<file path="config.mk">
export PLATFORM = sky130hd
export DESIGN_NAME = sdis_top
export DESIGN_NICKNAME = d
export VERILOG_FILES = /design/src/common/sdis_pkg.sv /design/src/hw/sdis_sync.sv /design/src/hw/sdis_rise.sv /design/src/hw/sdis_top.sv
export VERILOG_INCLUDE_DIRS = /design/src /design/src/common
export SDC_FILE = /design/constraint.sdc
export NUM_CORES = 1
export LEC_CHECK = 0
export BUFFER_PORTS_ARGS = -buffer_cell sky130_fd_sc_hd__buf_2
export CELL_PAD_IN_SITES_DETAIL_PLACEMENT = 1
export CELL_PAD_IN_SITES_GLOBAL_PLACEMENT = 1
export CORE_ASPECT_RATIO = 1.5
export CORE_MARGIN = 1
export CORE_UTILIZATION = 47
export DETAILED_ROUTE_END_ITERATION = 12
export PLACE_DENSITY = 0.87
export SETUP_SLACK_MARGIN = 0.15
export SYNTH_ARGS = -nofsm -noshare
export SYNTH_HDL_FRONTEND = slang
export SYNTH_SLANG_ARGS = --single-unit
export TNS_END_PERCENT = 10
</file>
<file path="constraint.sdc">
create_clock -name clk -period 2.8 [get_ports clk]
set_input_delay 0.28 -clock clk [delete_from_list [all_inputs] [get_ports clk]]
set_output_delay 0.28 -clock clk [all_outputs]
set_load 0.02 [all_outputs]
</file>
<file path="src/common/sdis_consts.svh">
// Offsets, field positions, reset values and masks of the interrupt status block
`ifndef SDIS_CONSTS_SVH
`define SDIS_CONSTS_SVH
`define SDIS_OFF_STATUS      12'h030
`define SDIS_OFF_STAT_EN     12'h034
`define SDIS_OFF_SIG_EN      12'h038
`define SDIS_OFF_AC12_ERR    12'h03C
`define SDIS_OFF_CTRL        12'h040
`define SDIS_BIT_CARD        8
`define SDIS_BIT_ERRSUM      15
`define SDIS_BIT_CUR_LIMIT   23
`define SDIS_BIT_AC12        24
`define SDIS_BIT_TGT_RESP    28
`define SDIS_VEND_LSB        29
`define SDIS_NORM_MASK       16'h7FFF
`define SDIS_ERR_MASK        16'hF1FF
`define SDIS_EN_RESET        32'h0000_0000
`define SDIS_AC12_WIDTH      8
`define SDIS_RESP_OKAY       2'h0
`define SDIS_RESP_SLVERR     2'h2
`endif

</file>
<file path="src/common/sdis_pkg.sv">
// Types shared by the interrupt status block
package sdis_pkg;
   typedef enum logic [1:0] {
      SDIS_IDLE  = 2'h0,
      SDIS_WRESP = 2'h1,
      SDIS_RRESP = 2'h3
   } sdis_bus_st_t;
endpackage

</file>
<file path="src/hw/sdis_sync.sv">
// Two-flop synchroniser for a vector of external levels
`timescale 1ns/1ps
module sdis_sync #(
   parameter int W = 1
) (
   input  wire logic         clk,
   input  wire logic         resetn,
   input  wire logic [W-1:0] d,
   output logic      [W-1:0] q
);
   typedef struct packed {
      logic [W-1:0] s1;
      logic [W-1:0] s2;
   } sdis_sync_st_t;
   sdis_sync_st_t r_q, r_d;
   always_comb begin
      r_d    = r_q;
      r_d.s1 = d;
      r_d.s2 = r_q.s1;
   end
   always_ff @(posedge clk or negedge resetn) begin
      if (!resetn) begin
         r_q <= '0;
      end else begin
         r_q <= r_d;
      end
   end
   assign q = r_q.s2;
endmodule

</file>
<file path="src/hw/sdis_rise.sv">
// Rising-edge detector over a vector, pulses when any bit goes 0 to 1
`timescale 1ns/1ps
module sdis_rise #(
   parameter int W = 1
) (
   input  wire logic         clk,
   input  wire logic         resetn,
   input  wire logic [W-1:0] d,
   output logic              any_rise
);
   typedef struct packed {
      logic [W-1:0] prev;
   } sdis_rise_st_t;
   sdis_rise_st_t r_q, r_d;
   always_comb begin
      r_d      = r_q;
      r_d.prev = d;
   end
   always_ff @(posedge clk or negedge resetn) begin
      if (!resetn) begin
         r_q <= '0;
      end else begin
         r_q <= r_d;
      end
   end
   assign any_rise = |(d & ~r_q.prev);
endmodule

</file>
<file path="src/hw/sdis_top.sv">
// SD host interrupt status, enables and request line behind AXI4-Lite
//
// The implementer's own choice: the AXI4-Lite slave port.
`timescale 1ns/1ps
`include "sdis_consts.svh"
module sdis_top #(
   parameter bit HAS_CUR_LIMIT = 1'b1
) (
   input  wire logic        clk,
   input  wire logic        resetn,
   input  wire logic [11:0] s_axi_awaddr,
   input  wire logic        s_axi_awvalid,
   output logic             s_axi_awready,
   input  wire logic [31:0] s_axi_wdata,
   input  wire logic [3:0]  s_axi_wstrb,
   input  wire logic        s_axi_wvalid,
   output logic             s_axi_wready,
   output logic [1:0]       s_axi_bresp,
   output logic             s_axi_bvalid,
   input  wire logic        s_axi_bready,
   input  wire logic [11:0] s_axi_araddr,
   input  wire logic        s_axi_arvalid,
   output logic             s_axi_arready,
   output logic [31:0]      s_axi_rdata,
   output logic [1:0]       s_axi_rresp,
   output logic             s_axi_rvalid,
   input  wire logic        s_axi_rready,
   input  wire logic [14:0] norm_evt,
   input  wire logic        card_irq,
   input  wire logic [2:0]  vend_err_evt,
   input  wire logic        mst_err_resp,
   input  wire logic [7:0]  ac12_err,
   input  wire logic        ac12_skipped,
   input  wire logic        supply_cut,
   output logic             irq
);
   typedef struct packed {
      sdis_pkg::sdis_bus_st_t wst;
      sdis_pkg::sdis_bus_st_t rst;
      logic                   aw_got;
      logic                   w_got;
      logic [11:0]            awaddr;
      logic [31:0]            wdata;
      logic [3:0]             wstrb;
      logic [1:0]             bresp;
      logic [31:0]            rdata;
      logic [1:0]             rresp;
      logic [15:0]            norm;
      logic [15:0]            err;
      logic [31:0]            stat_en;
      logic [31:0]            sig_en;
      logic                   irq;
      logic                   awready;
      logic                   wready;
      logic                   bvalid;
      logic                   arready;
      logic                   rvalid;
   } sdis_st_t;

   sdis_st_t r_q, r_d;
   logic [14:0] norm_s;
   logic        card_s;
   logic [2:0]  vend_s;
   logic        mst_s;
   logic        skip_s;
   logic        cut_s;
   logic [7:0]  ac12_s;
   logic        ac12_rise;
   logic        skip_rise;
   logic        mst_rise;
   logic        wr_fire;
   logic [31:0] wmask;
   logic [31:0] clr;
   logic [31:0] stat_raw;
   logic [31:0] stat_vis;
   logic        irq_norm;
   logic        irq_err;

   // Every pin-level event is synchronised before use
   sdis_sync #(.W(15)) u_sync_norm (
      .clk    (clk),
      .resetn (resetn),
      .d      (norm_evt),
      .q      (norm_s)
   );

   sdis_sync #(.W(1)) u_sync_card (
      .clk    (clk),
      .resetn (resetn),
      .d      (card_irq),
      .q      (card_s)
   );

   sdis_sync #(.W(3)) u_sync_vend (
      .clk    (clk),
      .resetn (resetn),
      .d      (vend_err_evt),
      .q      (vend_s)
   );

   sdis_sync #(.W(1)) u_sync_mst (
      .clk    (clk),
      .resetn (resetn),
      .d      (mst_err_resp),
      .q      (mst_s)
   );

   sdis_sync #(.W(1)) u_sync_skip (
      .clk    (clk),
      .resetn (resetn),
      .d      (ac12_skipped),
      .q      (skip_s)
   );

   sdis_sync #(.W(1)) u_sync_cut (
      .clk    (clk),
      .resetn (resetn),
      .d      (supply_cut),
      .q      (cut_s)
   );

   sdis_sync #(.W(8)) u_sync_ac12 (
      .clk    (clk),
      .resetn (resetn),
      .d      (ac12_err),
      .q      (ac12_s)
   );

   sdis_rise #(.W(8)) u_ac12 (
      .clk      (clk),
      .resetn   (resetn),
      .d        (ac12_s),
      .any_rise (ac12_rise)
   );

   // The skip and master-error levels become single events so a held level cannot re-set a
   // flag that software has just cleared
   sdis_rise #(.W(1)) u_skip (
      .clk      (clk),
      .resetn   (resetn),
      .d        (skip_s),
      .any_rise (skip_rise)
   );

   sdis_rise #(.W(1)) u_mst (
      .clk      (clk),
      .resetn   (resetn),
      .d        (mst_s),
      .any_rise (mst_rise)
   );

   function automatic logic [31:0] strb_mask(input logic [3:0] s);
      logic [31:0] m;
      m = '0;
      for (int i = 0; i < 4; i++) begin
         m[i*8 +: 8] = {8{s[i]}};
      end
      return m;
   endfunction

   function automatic logic hit(input logic [11:0] a, input logic [11:0] o);
      return a[11:2] == o[11:2];
   endfunction

   function automatic logic mapped(input logic [11:0] a);
      return hit(a, `SDIS_OFF_STATUS) || hit(a, `SDIS_OFF_STAT_EN)
          || hit(a, `SDIS_OFF_SIG_EN) || hit(a, `SDIS_OFF_AC12_ERR)
          || hit(a, `SDIS_OFF_CTRL);
   endfunction

   // Byte lanes outside the strobe keep their old value
   function automatic logic [31:0] merge(input logic [31:0] old_v,
                                         input logic [31:0] new_v,
                                         input logic [31:0] m);
      return (old_v & ~m) | (new_v & m);
   endfunction

   // One word per register; unmapped words read as zero
   function automatic logic [31:0] read_mux(input logic [11:0] a,
                                            input logic [31:0] status,
                                            input logic [31:0] st_en,
                                            input logic [31:0] sg_en,
                                            input logic [7:0]  ac12);
      logic [31:0] v;
      v = '0;
      if (hit(a, `SDIS_OFF_STATUS)) begin
         v = status;
      end
      if (hit(a, `SDIS_OFF_STAT_EN)) begin
         v = st_en;
      end
      if (hit(a, `SDIS_OFF_SIG_EN)) begin
         v = sg_en;
      end
      if (hit(a, `SDIS_OFF_AC12_ERR)) begin
         v = {24'h000000, ac12};
      end
      if (hit(a, `SDIS_OFF_CTRL)) begin
         v = {31'h00000000, HAS_CUR_LIMIT};
      end
      return v;
   endfunction

   always_comb begin
      wr_fire = r_q.aw_got && r_q.w_got && (r_q.wst == sdis_pkg::SDIS_IDLE);
      wmask   = strb_mask(r_q.wstrb);
      clr     = '0;
      if (wr_fire && hit(r_q.awaddr, `SDIS_OFF_STATUS)) begin
         clr = r_q.wdata & wmask;
      end
      stat_raw        = {r_q.err, r_q.norm};
      stat_raw[`SDIS_BIT_CUR_LIMIT] = HAS_CUR_LIMIT && cut_s;
      stat_raw[`SDIS_BIT_CARD]      = card_s;
      stat_raw[`SDIS_BIT_ERRSUM]    = |(stat_raw[31:16] & r_q.stat_en[31:16]);
      stat_vis = stat_raw & r_q.stat_en;
      irq_norm = |(stat_vis[15:0] & r_q.sig_en[15:0]);
      irq_err  = |(stat_vis[31:16] & r_q.sig_en[31:16]);
   end

   always_comb begin
      r_d = r_q;
      // Normal flags: hardware set beats a write-one clear
      for (int i = 0; i < 15; i++) begin
         if (norm_s[i]) begin
            r_d.norm[i] = 1'b1;
         end else if (clr[i]) begin
            r_d.norm[i] = 1'b0;
         end
      end
      r_d.norm[`SDIS_BIT_CARD]   = 1'b0;
      r_d.norm[`SDIS_BIT_ERRSUM] = 1'b0;
      // Error flags
      r_d.err = (r_q.err & ~clr[31:16]) & `SDIS_ERR_MASK;
      r_d.err[`SDIS_BIT_CUR_LIMIT - 16] = 1'b0;
      for (int v = 0; v < 3; v++) begin
         if (vend_s[v]) begin
            r_d.err[`SDIS_VEND_LSB - 16 + v] = 1'b1;
         end
      end
      if (mst_rise) begin
         r_d.err[`SDIS_BIT_TGT_RESP - 16] = 1'b1;
      end
      if (ac12_rise || skip_rise) begin
         r_d.err[`SDIS_BIT_AC12 - 16] = 1'b1;
      end
      // Write channel
      if (s_axi_awvalid && !r_q.aw_got) begin
         r_d.aw_got = 1'b1;
         r_d.awaddr = s_axi_awaddr;
      end
      if (s_axi_wvalid && !r_q.w_got) begin
         r_d.w_got = 1'b1;
         r_d.wdata = s_axi_wdata;
         r_d.wstrb = s_axi_wstrb;
      end
      unique case (r_q.wst)
         sdis_pkg::SDIS_IDLE: begin
            if (wr_fire) begin
               r_d.wst   = sdis_pkg::SDIS_WRESP;
               r_d.bresp = mapped(r_q.awaddr) ? `SDIS_RESP_OKAY
                                              : `SDIS_RESP_SLVERR;
               if (hit(r_q.awaddr, `SDIS_OFF_STAT_EN)) begin
                  r_d.stat_en = merge(r_q.stat_en, r_q.wdata, wmask);
               end
               if (hit(r_q.awaddr, `SDIS_OFF_SIG_EN)) begin
                  r_d.sig_en = merge(r_q.sig_en, r_q.wdata, wmask);
               end
            end
         end
         sdis_pkg::SDIS_WRESP: begin
            if (s_axi_bready) begin
               r_d.wst    = sdis_pkg::SDIS_IDLE;
               r_d.aw_got = 1'b0;
               r_d.w_got  = 1'b0;
            end
         end
         default: r_d.wst = sdis_pkg::SDIS_IDLE;
      endcase
      // Read channel
      unique case (r_q.rst)
         sdis_pkg::SDIS_IDLE: begin
            if (s_axi_arvalid) begin
               r_d.rst   = sdis_pkg::SDIS_RRESP;
               r_d.rresp = mapped(s_axi_araddr) ? `SDIS_RESP_OKAY
                                                : `SDIS_RESP_SLVERR;
               r_d.rdata = read_mux(s_axi_araddr, stat_vis, r_q.stat_en,
                                    r_q.sig_en, ac12_s);
            end
         end
         sdis_pkg::SDIS_RRESP: begin
            if (s_axi_rready) begin
               r_d.rst = sdis_pkg::SDIS_IDLE;
            end
         end
         default: r_d.rst = sdis_pkg::SDIS_IDLE;
      endcase
      // Request follows visible-and-signalled flags one cycle later
      r_d.irq = irq_norm || irq_err;
      // Handshake outputs are registered copies of the next state
      r_d.awready = !r_d.aw_got;
      r_d.wready  = !r_d.w_got;
      r_d.bvalid  = r_d.wst == sdis_pkg::SDIS_WRESP;
      r_d.arready = r_d.rst == sdis_pkg::SDIS_IDLE;
      r_d.rvalid  = r_d.rst == sdis_pkg::SDIS_RRESP;
   end

   always_ff @(posedge clk or negedge resetn) begin
      if (!resetn) begin
         r_q         <= '0;
         r_q.wst     <= sdis_pkg::SDIS_IDLE;
         r_q.rst     <= sdis_pkg::SDIS_IDLE;
         r_q.stat_en <= `SDIS_EN_RESET;
         r_q.sig_en  <= `SDIS_EN_RESET;
         r_q.awready <= 1'b1;
         r_q.wready  <= 1'b1;
         r_q.arready <= 1'b1;
      end else begin
         r_q <= r_d;
      end
   end

   assign s_axi_awready = r_q.awready;
   assign s_axi_wready  = r_q.wready;
   assign s_axi_bvalid  = r_q.bvalid;
   assign s_axi_bresp   = r_q.bresp;
   assign s_axi_arready = r_q.arready;
   assign s_axi_rvalid  = r_q.rvalid;
   assign s_axi_rdata   = r_q.rdata;
   assign s_axi_rresp   = r_q.rresp;
   assign irq           = r_q.irq;
endmodule

</file>
==> results of run 1 <==
==> metal layers <==
layer	global-route usage (%)	vias up	share of wire [%]
met5	0	-	0
met4	11.3	0	4.3
met2	45.9	229	53
met1	30.3	3606	38
li1	-	2980	-
met3	4.08	88	4.2
==> cell type report <==
| class | count | area (um^2) | area share [%] |
|---|---|---|---|
| Clock buffer | 34 | 729 | 5.96 |
| Tap cell | 264 | 330 | 2.70 |
| Multi-Input combinational cell | 413 | 3260 | 26.7 |
| Timing Repair Buffer | 208 | 1440 | 11.7 |
| Clock inverter | 11 | 161 | 1.32 |
| Sequential cell | 250 | 6260 | 51.2 |
| Inverter | 14 | 52.6 | 0.430 |
==> synth_stat cells (2+ instances only) <==
cell	count	area share [%]
buf_1	4	0.15
nand2_1	43	1.6
mux2_2	110	12
nor4_1	7	0.44
nand3_1	31	1.6
a21oi_1	3	0.15
a22oi_1	26	2.0
a21o_1	18	1.4
o31ai_1	2	0.15
nand4b_2	4	0.60
a31oi_1	3	0.19
ha_1	2	0.25
o21a_1	29	2.2
nand3_2	2	0.20
o21ai_0	30	1.5
inv_1	14	0.53
nand3_4	2	0.35
o221ai_1	7	0.62
nand2b_1	3	0.19
nor2b_1	9	0.57
or4_1	4	0.30
clkbuf_1	23	0.87
a22o_1	6	0.53
and2_1	2	0.13
buf_4	37	2.8
dfrtp_1	247	62
a21boi_0	9	0.68
nand4b_1	18	1.6
dfstp_2	3	0.79
o21ai_1	3	0.15
nor2_1	11	0.42
nand3b_1	3	0.23
o311ai_0	2	0.18
nand4_1	7	0.44
==> metrics by stage <==
step | hold slack [ns] | setup slack (ns) | cells
4_1_cts | 0.000258 | 0.412 | 1191
3_3_place_gp | 0.300 | 0.541 | 1087
6_report | -0.00102 | 0.382 | 1194
2_1_floorplan | -0.0156 | 0.677 | 743
3_5_place_dp | 0.311 | 0.434 | 1087
5_1_grt | 0.00351 | 0.314 | 1194
==> cells by family (layout without fill, tap and decap cells) <==
| logic type | after synthesis | count (layout) | synth area share [%] |
|---|---|---|---|
| AO/OA/AOI/OAI | 144 | 144 | 10.2 |
| multiplexers | 110 | 110 | 12.5 |
| AND/OR/NAND/NOR | 154 | 154 | 9.55 |
| other | 1 | 3 | 0.0377 |
| flip-flops | 250 | 250 | 63.0 |
| buffers and inverters | 80 | 267 | 4.51 |
| adder cells (fa/ha/maj) | 2 | 2 | 0.252 |
==> worst max-delay path by stage <==
stage | startpoint | to | cells past startpoint
floorplan | r_q[183]$_DFFE_PN0P_ | flop | 4
global placement | r_q[183]$_DFFE_PN0P_ | flop | 5
detailed placement | r_q[183]$_DFFE_PN0P_ | flop | 5
CTS | r_q[183]$_DFFE_PN0P_ | flop | 5
global route | r_q[183]$_DFFE_PN0P_ | flop | 5
finish | r_q[183]$_DFFE_PN0P_ | flop | 5
==> power by group <==
part | leakage, nW | total (W) | switching (W) | internal (W)
Clock | 0.441 | 0.00362 | 0.00143 | 0.00219
Combinational | 2.07 | 0.00127 | 0.000666 | 0.000600
Sequential | 3.10 | 0.00462 | 0.000522 | 0.00409
Total | 5.61 | 0.00951 | 0.00262 | 0.00689
==> critical path, cell delays in order (launching register included) <==
cell and delay, ns:
dfrtp_1 0.40, or4_4 0.57, nor4_4 0.29, buf_12 0.24
nand4b_2 0.35, mux2_2 0.44
==> Flow_metrics.wiki, run 1 <==
{| class="wikitable"
! Metric !! Value
|-
| Die span in x || 121 um
|-
| R2R cell count || 5
|-
| Area growth from synthesis to layout || 23.0%
|-
| Post-synth ARST share || 100%
|-
| Source of the worst register-to-register timing path || r_q[183]$_DFFE_PN0P_
|-
| Final setup violation count || 0
|-
| Summed instance area of the synthesized netlist || 9940 um^2
|-
| Category of the most critical setup path || flop to flop
|-
| Clock latency on the worst-skew pair || 0.52 ns
|-
| Syn avg cell area || 13.4 um^2
|-
| Kind of end point of the critical path || flop
|-
| Slack of the worst reg-to-reg path || 0.38 ns
|-
| Initial standard-cell utilization of the core || 48.3%
|-
| Cell area after layout || 12200 um^2
|-
| Setup fix buffers added after clock tree synthesis || 0
|-
| Largest net degree at the start of global routing || 80
|-
| GRT Resource Usage Total || 25.8%
|-
| Hold path startpoint || s_axi_bready
|-
| Hold Worst Slack || -0.00102 ns
|-
| I/O pin cnt || 139
|-
| Clock slew at reported path FFs || 0.06 ns
|-
| Antenna violations before repair || 0
|-
| Inserted Clock Buffers || 25
|-
| Cell chosen for the clock root || clkbuf_16
|-
| Diode count || 0
|-
| Post-synthesis sequential element count || 250
|-
| Hold-fix buffers at CTS || 59
|-
| Iteration-0 DRC count of the detailed router || 437
|-
| Grt ovf || 0
|-
| Share of the clock period used by the worst path || 86.3%
|-
| Count of buffers from port buffering || 131
|-
| TritonCTS clock tree || done
|-
| Slew at the pin with the worst max-slew slack || 0.919 ns
|-
| Violated checks || negative hold slack
|-
| Most common library cell in the layout ignoring fill and taps || dfrtp_1
|-
| Highest clock frequency the design can meet || 414 MHz
|-
| Max Transition Viols Final || 0
|-
| Synth Instances || 741
|-
| Total DRC errors in the routed layout || 0
|-
| Number of gates given a new drive strength after cts || 0
|-
| Min-Delay Path Depth || 2
|-
| Share of final-layout standard cells stronger than drive strength 1 || 34.2%
|-
| Critical path startpoint category || flop
|-
| Detailed Place HPWL || 16.7 mm
|-
| Sink count of the clock tree || 250
|-
| Number of hold violations in the final report || 1
|-
| Sequential-to-total area share from yosys stat || 63.0%
|-
| Data arrival, critical path || 2.81 ns
|-
| Number of distinct library cell variants in the gate-level netlist after synthesis || 51
|-
| Worst relative slew slack || 38.6%
|-
| Max-capacitance violation count || 0
|-
| Lkg Pwr || 5.61 nW
|-
| Core outline area || 20600 um^2
|-
| Via density per instance || 5.78
|-
| P per Cell Area || 777 nW/um^2
|-
| Maximum buffer depth of the clock tree || 3
|-
| Y dimension of the die || 180 um
|-
| Type of the worst min-delay path || primary input to flop
|-
| Unrepaired setup endpoints after global routing || false
|-
| Die area || 21700 um^2
|-
| Count of nets after finishing || 1011
|-
| Vias post-DR || 6903
|-
| Critical path peak fanout || 25
|-
| Post-layout power || 0.00951 W
|-
| Vias in the first global route || 7650
|-
| Data required time at the worst endpoint || 3.19 ns
|-
| Commonest cells after routing, fill and taps aside || dfrtp_1 (247), buf_2 (130), mux2_2 (110), dlygate4sd3_1 (62), nand2_1 (43)
|-
| Row Count || 64
|-
| Commonest register cell after synthesis || dfrtp_1
|-
| Number of search-and-repair iterations in the first detailed-routing pass || 4
|-
| Utilization after layout || 59.4%
|-
| # H-tree levels || 1
|-
| Number of nets with antenna violations after detailed routing || 0
|-
| Yosys synthesis warning count || 0
|-
| Post-Route Skew || 0.0162 ns
|-
| Setup TNS after final layout || 0 ns
|-
| Result of the run || finished with violations
|-
| Wire length of the first global-routing pass || 42.9 mm
|-
| Routability cong. || 0.783
|-
| Post-detailed-routing wire length || 27.2 mm
|-
| Filler cells || 2045
|-
| Highest ir drop seen on vdd || 0.567 mV
|-
| Post-place instance area || 10700 um^2
|-
| Final min period || 2.42 ns
|-
| Number of enable-type register cells in the synthesized netlist || 0
|-
| Hold path endpoint || r_q[190]$_DFF_PN0_
|-
| Routed WL per cell || 22.8 um
|}
Note: power is estimated with default switching activity, not from simulation.
==> inputs of run 2 (changes only) <==
- CORE_MARGIN: 1 -> 2
==> Flow_metrics.wiki, run 2 (synthesis gave the netlist of run 1 again) <==
{| class="wikitable"
! Metric !! Value
|-
| Result of the run || complete, no violations
|-
| Grt ovf || 0
|-
| Inserted Clock Buffers || 25
|-
| Commonest cells after routing, fill and taps aside || dfrtp_1 (247), buf_2 (130), mux2_2 (110), dlygate4sd3_1 (59), nand2_1 (43)
|-
| Share of power burned in registers || 48.0%
|-
| Final min period || 2.45 ns
|-
| Count of buffers from port buffering || 131
|-
| Number of nets with antenna violations after detailed routing || 0
|-
| Post-detailed-routing wire length || 28.7 mm
|-
| Unrepaired setup endpoints after global routing || false
|-
| Initial standard-cell utilization of the core || 47.6%
|-
| Via density per instance || 5.74
|-
| Antenna violations before repair || 0
|-
| Max Transition Viols Final || 0
|-
| Highest clock frequency the design can meet || 409 MHz
|-
| Reported net switching power || 0.00268 W
|-
| Share of the clock period used by the worst path || 87.3%
|-
| Final setup violation count || 0
|-
| P per Cell Area || 792 nW/um^2
|-
| Post-Layout Cell Count || 1197
|-
| Placed cells || 1093
|-
| Wire length of the first global-routing pass || 45.4 mm
|-
| Cell family with most CP delay || simple AND/OR/NAND/NOR gates
|-
| Slew at the pin with the worst max-slew slack || 0.843 ns
|-
| Worst relative slew slack || 43.7%
|-
| Type of the worst min-delay path || primary input to flop
|-
| Worst path cell trace || or4_4 -> nor4_4 -> buf_4 -> nand4b_2 -> mux2_2
|-
| Lkg Pwr || 5.60 nW
|-
| Clock slew at reported path FFs || 0.07 ns
|-
| Iteration-0 DRC count of the detailed router || 388
|-
| GRT Resource Usage Total || 26.6%
|-
| Number of hold violations in the final report || 0
|-
| Hold path startpoint || s_axi_wdata[21]
|-
| Critical path startpoint category || flop
|-
| # H-tree levels || 1
|-
| Count of nets after finishing || 1010
|-
| Worst slack after detailed placement || 0.412 ns
|-
| Max-capacitance violation count || 0
|-
| Clock power share || 38.7%
|-
| Kind of end point of the critical path || flop
|-
| Routability cong. || 0.816
|-
| Cell chosen for the clock root || clkbuf_16
|-
| Post-layout power || 0.00968 W
|-
| Total DRC errors in the routed layout || 0
|-
| Comb pwr share || 13.3%
|-
| Critical path peak fanout || 18
|-
| Vias post-DR || 6868
|-
| Y dimension of the die || 182 um
|-
| TritonCTS clock tree || done
|-
| Sink count of the clock tree || 250
|-
| Maximum buffer depth of the clock tree || 3
|-
| Slowest stage cell on the critical path || or4_4
|-
| Number of gates given a new drive strength after cts || 0
|-
| Share of final-layout standard cells stronger than drive strength 1 || 33.9%
|-
| Count of buffer and inverter cells on the critical path || 1
|-
| Data required time at the worst endpoint || 3.21 ns
|-
| Slowest stage delay, CP || 0.59 ns
|-
| Area growth from synthesis to layout || 22.9%
|-
| Largest net degree at the start of global routing || 90
|-
| Core outline area || 20900 um^2
|-
| Vias in the first global route || 8030
|-
| Number of search-and-repair iterations in the first detailed-routing pass || 5
|-
| Highest ir drop seen on vdd || 0.674 mV
|-
| Category of the most critical setup path || flop to flop
|-
| Detailed Place HPWL || 17.3 mm
|-
| Setup TNS after final layout || 0 ns
|-
| Routed WL per cell || 24.0 um
|-
| I/O pin cnt || 139
|-
| Clock latency on the worst-skew pair || 0.53 ns
|-
| Switching fraction of total power || 27.7%
|-
| Die area || 22400 um^2
|-
| Internal Dissipation || 0.00700 W
|-
| Diode count || 0
|-
| PnR worst setup slack || 0.354 ns
|-
| Most common library cell in the layout ignoring fill and taps || dfrtp_1
|-
| Die span in x || 123 um
|-
| Data arrival, critical path || 2.85 ns
|-
| Launching instance or port of the critical path || r_q[183]$_DFFE_PN0P_
|-
| Hold Worst Slack || 0.00824 ns
|-
| Row Count || 65
|-
| Post-Route Skew || 0.0244 ns
|-
| Source of the worst register-to-register timing path || r_q[183]$_DFFE_PN0P_
|}
==> run 2: final cells by class <==
cell class | count | area (um^2)
clock buffer | 36 | 707
clock inverter | 9 | 198
fill | 2037 | 8680
inverter | 14 | 52.6
multi-input combinational | 413 | 3260
sequential | 250 | 6260
tap | 268 | 335
timing repair buffer | 207 | 1410
==> run 2: final timing paths <==
kind / to / slack, ns / depth (start not counted)
worst max register to register: flop / 0.35 / 5
worst max-delay path: flop / 0.35 / 5
min in group asynchronous: u_sync_norm.r_d[3]$_DFF_PN0_ / 0.39 / 2
worst min register to register: u_sync_norm.q[7]$_DFF_PN0_ / 0.34 / 0
worst min-delay path: r_q[163]$_DFFE_PN0P_ / 0.008 / 2
max in group asynchronous: u_sync_vend.q[0]$_DFF_PN0_ / 1.57 / 3
==> run 2: per-layer routing <==
layer | track usage [%] | vias to the layer above | routed length (um)
li1 | - | 2981 | -
met1 | 30.4 | 3555 | 10600
met2 | 47.5 | 247 | 15400
met3 | 4.44 | 85 | 1400
met4 | 12.5 | 0 | 1380
met5 | 0 | - | 0
==> run 2: power by group through the flow <==
stage,registers [W],clock network (W),logic (W)
after floorplan,0.00445,0,0.000834
after CTS,0.00462,0.00375,0.00127
after global placement,0.00461,0,0.00113
final,0.00465,0.00375,0.00129
after global routing,0.00471,0.00392,0.00140
after detailed placement,0.00466,0,0.00119
==> run 2: repair_timing <==
item	in CTS	in global routing
endpoints found under the hold margin	136	3
setup buffers	0	0
hold buffers	56	3
==> run 2: through the flow <==
stage	instance area [um^2]	utilization [%]
after detailed placement	10700	51.3
after global routing	12200	58.5
after global placement	10700	51.3
after CTS	12200	58.3
after floorplan	9950	-
final	12200	58.5
==> inputs of run 3 (changes only) <==
- PLACE_DENSITY: 0.87 -> 0.86
==> Flow_metrics.wiki, run 3 (synthesis gave the netlist of run 1 again) <==
{| class="wikitable"
! Metric !! Value
|-
| Row Count || 65
|-
| Count of nets after finishing || 1006
|-
| I/O pin cnt || 139
|-
| Lkg Pwr || 5.56 nW
|-
| # H-tree levels || 1
|-
| Setup TNS after final layout || 0 ns
|-
| Internal Dissipation || 0.00676 W
|-
| TritonCTS clock tree || done
|-
| Unrepaired setup endpoints after global routing || false
|-
| Diode count || 0
|-
| Max-capacitance violation count || 0
|-
| Placed cells || 1090
|-
| Kind of end point of the critical path || flop
|-
| Initial standard-cell utilization of the core || 47.6%
|-
| Critical path peak fanout || 6
|-
| Core outline area || 20900 um^2
|-
| Share of final-layout standard cells stronger than drive strength 1 || 33.5%
|-
| Via density per instance || 5.79
|-
| Detailed Place HPWL || 16.9 mm
|-
| Commonest cells after routing, fill and taps aside || dfrtp_1 (247), buf_2 (130), mux2_2 (110), dlygate4sd3_1 (59), nand2_1 (43)
|-
| PnR worst setup slack || 0.353 ns
|-
| Cell chosen for the clock root || clkbuf_16
|-
| Sink count of the clock tree || 250
|-
| Worst relative slew slack || 35.8%
|-
| Data required time at the worst endpoint || 3.17 ns
|-
| Number of hold violations in the final report || 0
|-
| Inserted Clock Buffers || 24
|-
| Area growth from synthesis to layout || 22.2%
|-
| Data arrival, critical path || 2.82 ns
|-
| Number of search-and-repair iterations in the first detailed-routing pass || 5
|-
| GRT Resource Usage Total || 26.3%
|-
| Largest net degree at the start of global routing || 70
|-
| Result of the run || complete, no violations
|-
| Vias in the first global route || 7745
|-
| Count of buffers from port buffering || 131
|-
| Routed WL per cell || 23.7 um
|-
| P per Cell Area || 771 nW/um^2
|-
| Clock latency on the worst-skew pair || 0.54 ns
|-
| Final min period || 2.45 ns
|-
| Slew at the pin with the worst max-slew slack || 0.961 ns
|-
| Highest ir drop seen on vdd || 0.507 mV
|-
| Post-Route Skew || 0.0224 ns
|-
| Category of the most critical setup path || flop to flop
|-
| Die span in x || 123 um
|-
| Post-detailed-routing wire length || 28.3 mm
|-
| Final setup violation count || 0
|-
| Slowest stage delay, CP || 0.65 ns
|-
| Number of gates given a new drive strength after cts || 0
|-
| Grt ovf || 0
|-
| Share of power burned in registers || 49.4%
|-
| Die area || 22400 um^2
|-
| Clock slew at reported path FFs || 0.07 ns
|-
| Reported net switching power || 0.00261 W
|-
| Maximum buffer depth of the clock tree || 3
|-
| Share of the clock period used by the worst path || 87.4%
|-
| Wire length of the first global-routing pass || 44.9 mm
|-
| Type of the worst min-delay path || primary input to flop
|-
| Total DRC errors in the routed layout || 0
|-
| Comb pwr share || 13.6%
|-
| Utilization after layout || 58.1%
|-
| Post-Layout Cell Count || 1191
|-
| Max Transition Viols Final || 0
|-
| Routability cong. || 0.821
|-
| Y dimension of the die || 182 um
|-
| Most common library cell in the layout ignoring fill and taps || dfrtp_1
|-
| Worst slack after detailed placement || 0.471 ns
|-
| Vias post-DR || 6896
|-
| Filler cells || 2085
|-
| Number of nets with antenna violations after detailed routing || 0
|-
| Critical path startpoint category || flop
|-
| Antenna violations before repair || 1
|-
| Highest clock frequency the design can meet || 409 MHz
|-
| Clock power share || 36.9%
|-
| Worst path cell trace || or4_4 -> or4_1 -> nor4b_2 -> buf_4 -> a21boi_0
|-
| Slowest stage cell on the critical path || or4_1
|-
| Switching fraction of total power || 27.8%
|-
| Iteration-0 DRC count of the detailed router || 412
|}
-- run 3: changes by cell type in the layout (fill, tap and decap cells not counted), sizes merged --
cell | previous run | this run
bufinv | 6 | 3
clkinv | 2 | 1
clkinvlp | 1 | 0
buf | 148 | 145
clkbuf | 36 | 38
-- run 3: worst paths after layout --
check | start | to | depth (start not counted) | slack, ns
min in group asynchronous | resetn | u_sync_norm.r_d[7]$_DFF_PN0_ | 2 | 0.29
hold / removal | s_axi_wdata[2] | r_q[144]$_DFFE_PN0P_ | 2 | 0.002
setup reg to reg | r_q[183]$_DFFE_PN0P_ | r_q[73]$_DFF_PN0_ | 5 | 0.35
hold reg to reg | u_sync_norm.r_d[2]$_DFF_PN0_ | u_sync_norm.q[2]$_DFF_PN0_ | 0 | 0.35
setup / recovery | r_q[183]$_DFFE_PN0P_ | r_q[73]$_DFF_PN0_ | 5 | 0.35
max in group asynchronous | resetn | s_axi_arready$_DFF_PN1_ | 3 | 1.73
-- run 3: power by group through the flow --
stage	Clock (W)	Sequential (W)	Combinational, W
2_1_floorplan	0	0.00445	0.000834
3_3_place_gp	0	0.00459	0.00113
3_5_place_dp	0	0.00464	0.00119
4_1_cts	0.00348	0.00461	0.00128
5_1_grt	0.00366	0.00469	0.00138
6_report	0.00346	0.00463	0.00128
-- run 3: metal layers --
metal	share of wire, %	vias to the layer above	GRT usage [%]
met5	0.039	-	0
met3	4.1	81	3.25
met2	54	237	47.1
met1	38	3598	31.2
met4	4.3	2	11.4
li1	-	2978	-
-- run 3: cell type report --
cell class	instances	area (um^2)	share of cell area, %
Clock buffer	38	734	6.05
Timing Repair Buffer	204	1410	11.6
Inverter	14	52.6	0.433
Sequential cell	250	6260	51.5
Multi-Input combinational cell	413	3260	26.8
Clock inverter	4	95.1	0.783
Tap cell	268	335	2.76
-- run 3: stage by stage --
stage                     instance area, um^2  hold slack, ns  power, W
after floorplan                          9950         -0.0156   0.00529
after global placement                  10700           0.249   0.00572
after detailed placement                10700           0.254   0.00583
after CTS                               12100        0.000202   0.00937
after global routing                    12100         0.00162   0.00973
final                                   12100         0.00250   0.00936
-- run 3: what timing repair did --
action | 4_1_cts | 5_1_grt
setup buffers | 0 | 0
hold buffers | 59 | 0
endpoints found under the hold margin | 117 | 0
endpoints found under the setup margin | 0 | 0
-- run 3: critical path: cells and delay by family, from the launching register on --
kind	cells	cell delay, ns
compound gates	1	0.12
buf+inv	1	0.22
flops	1	0.39
simple gates	3	1.56
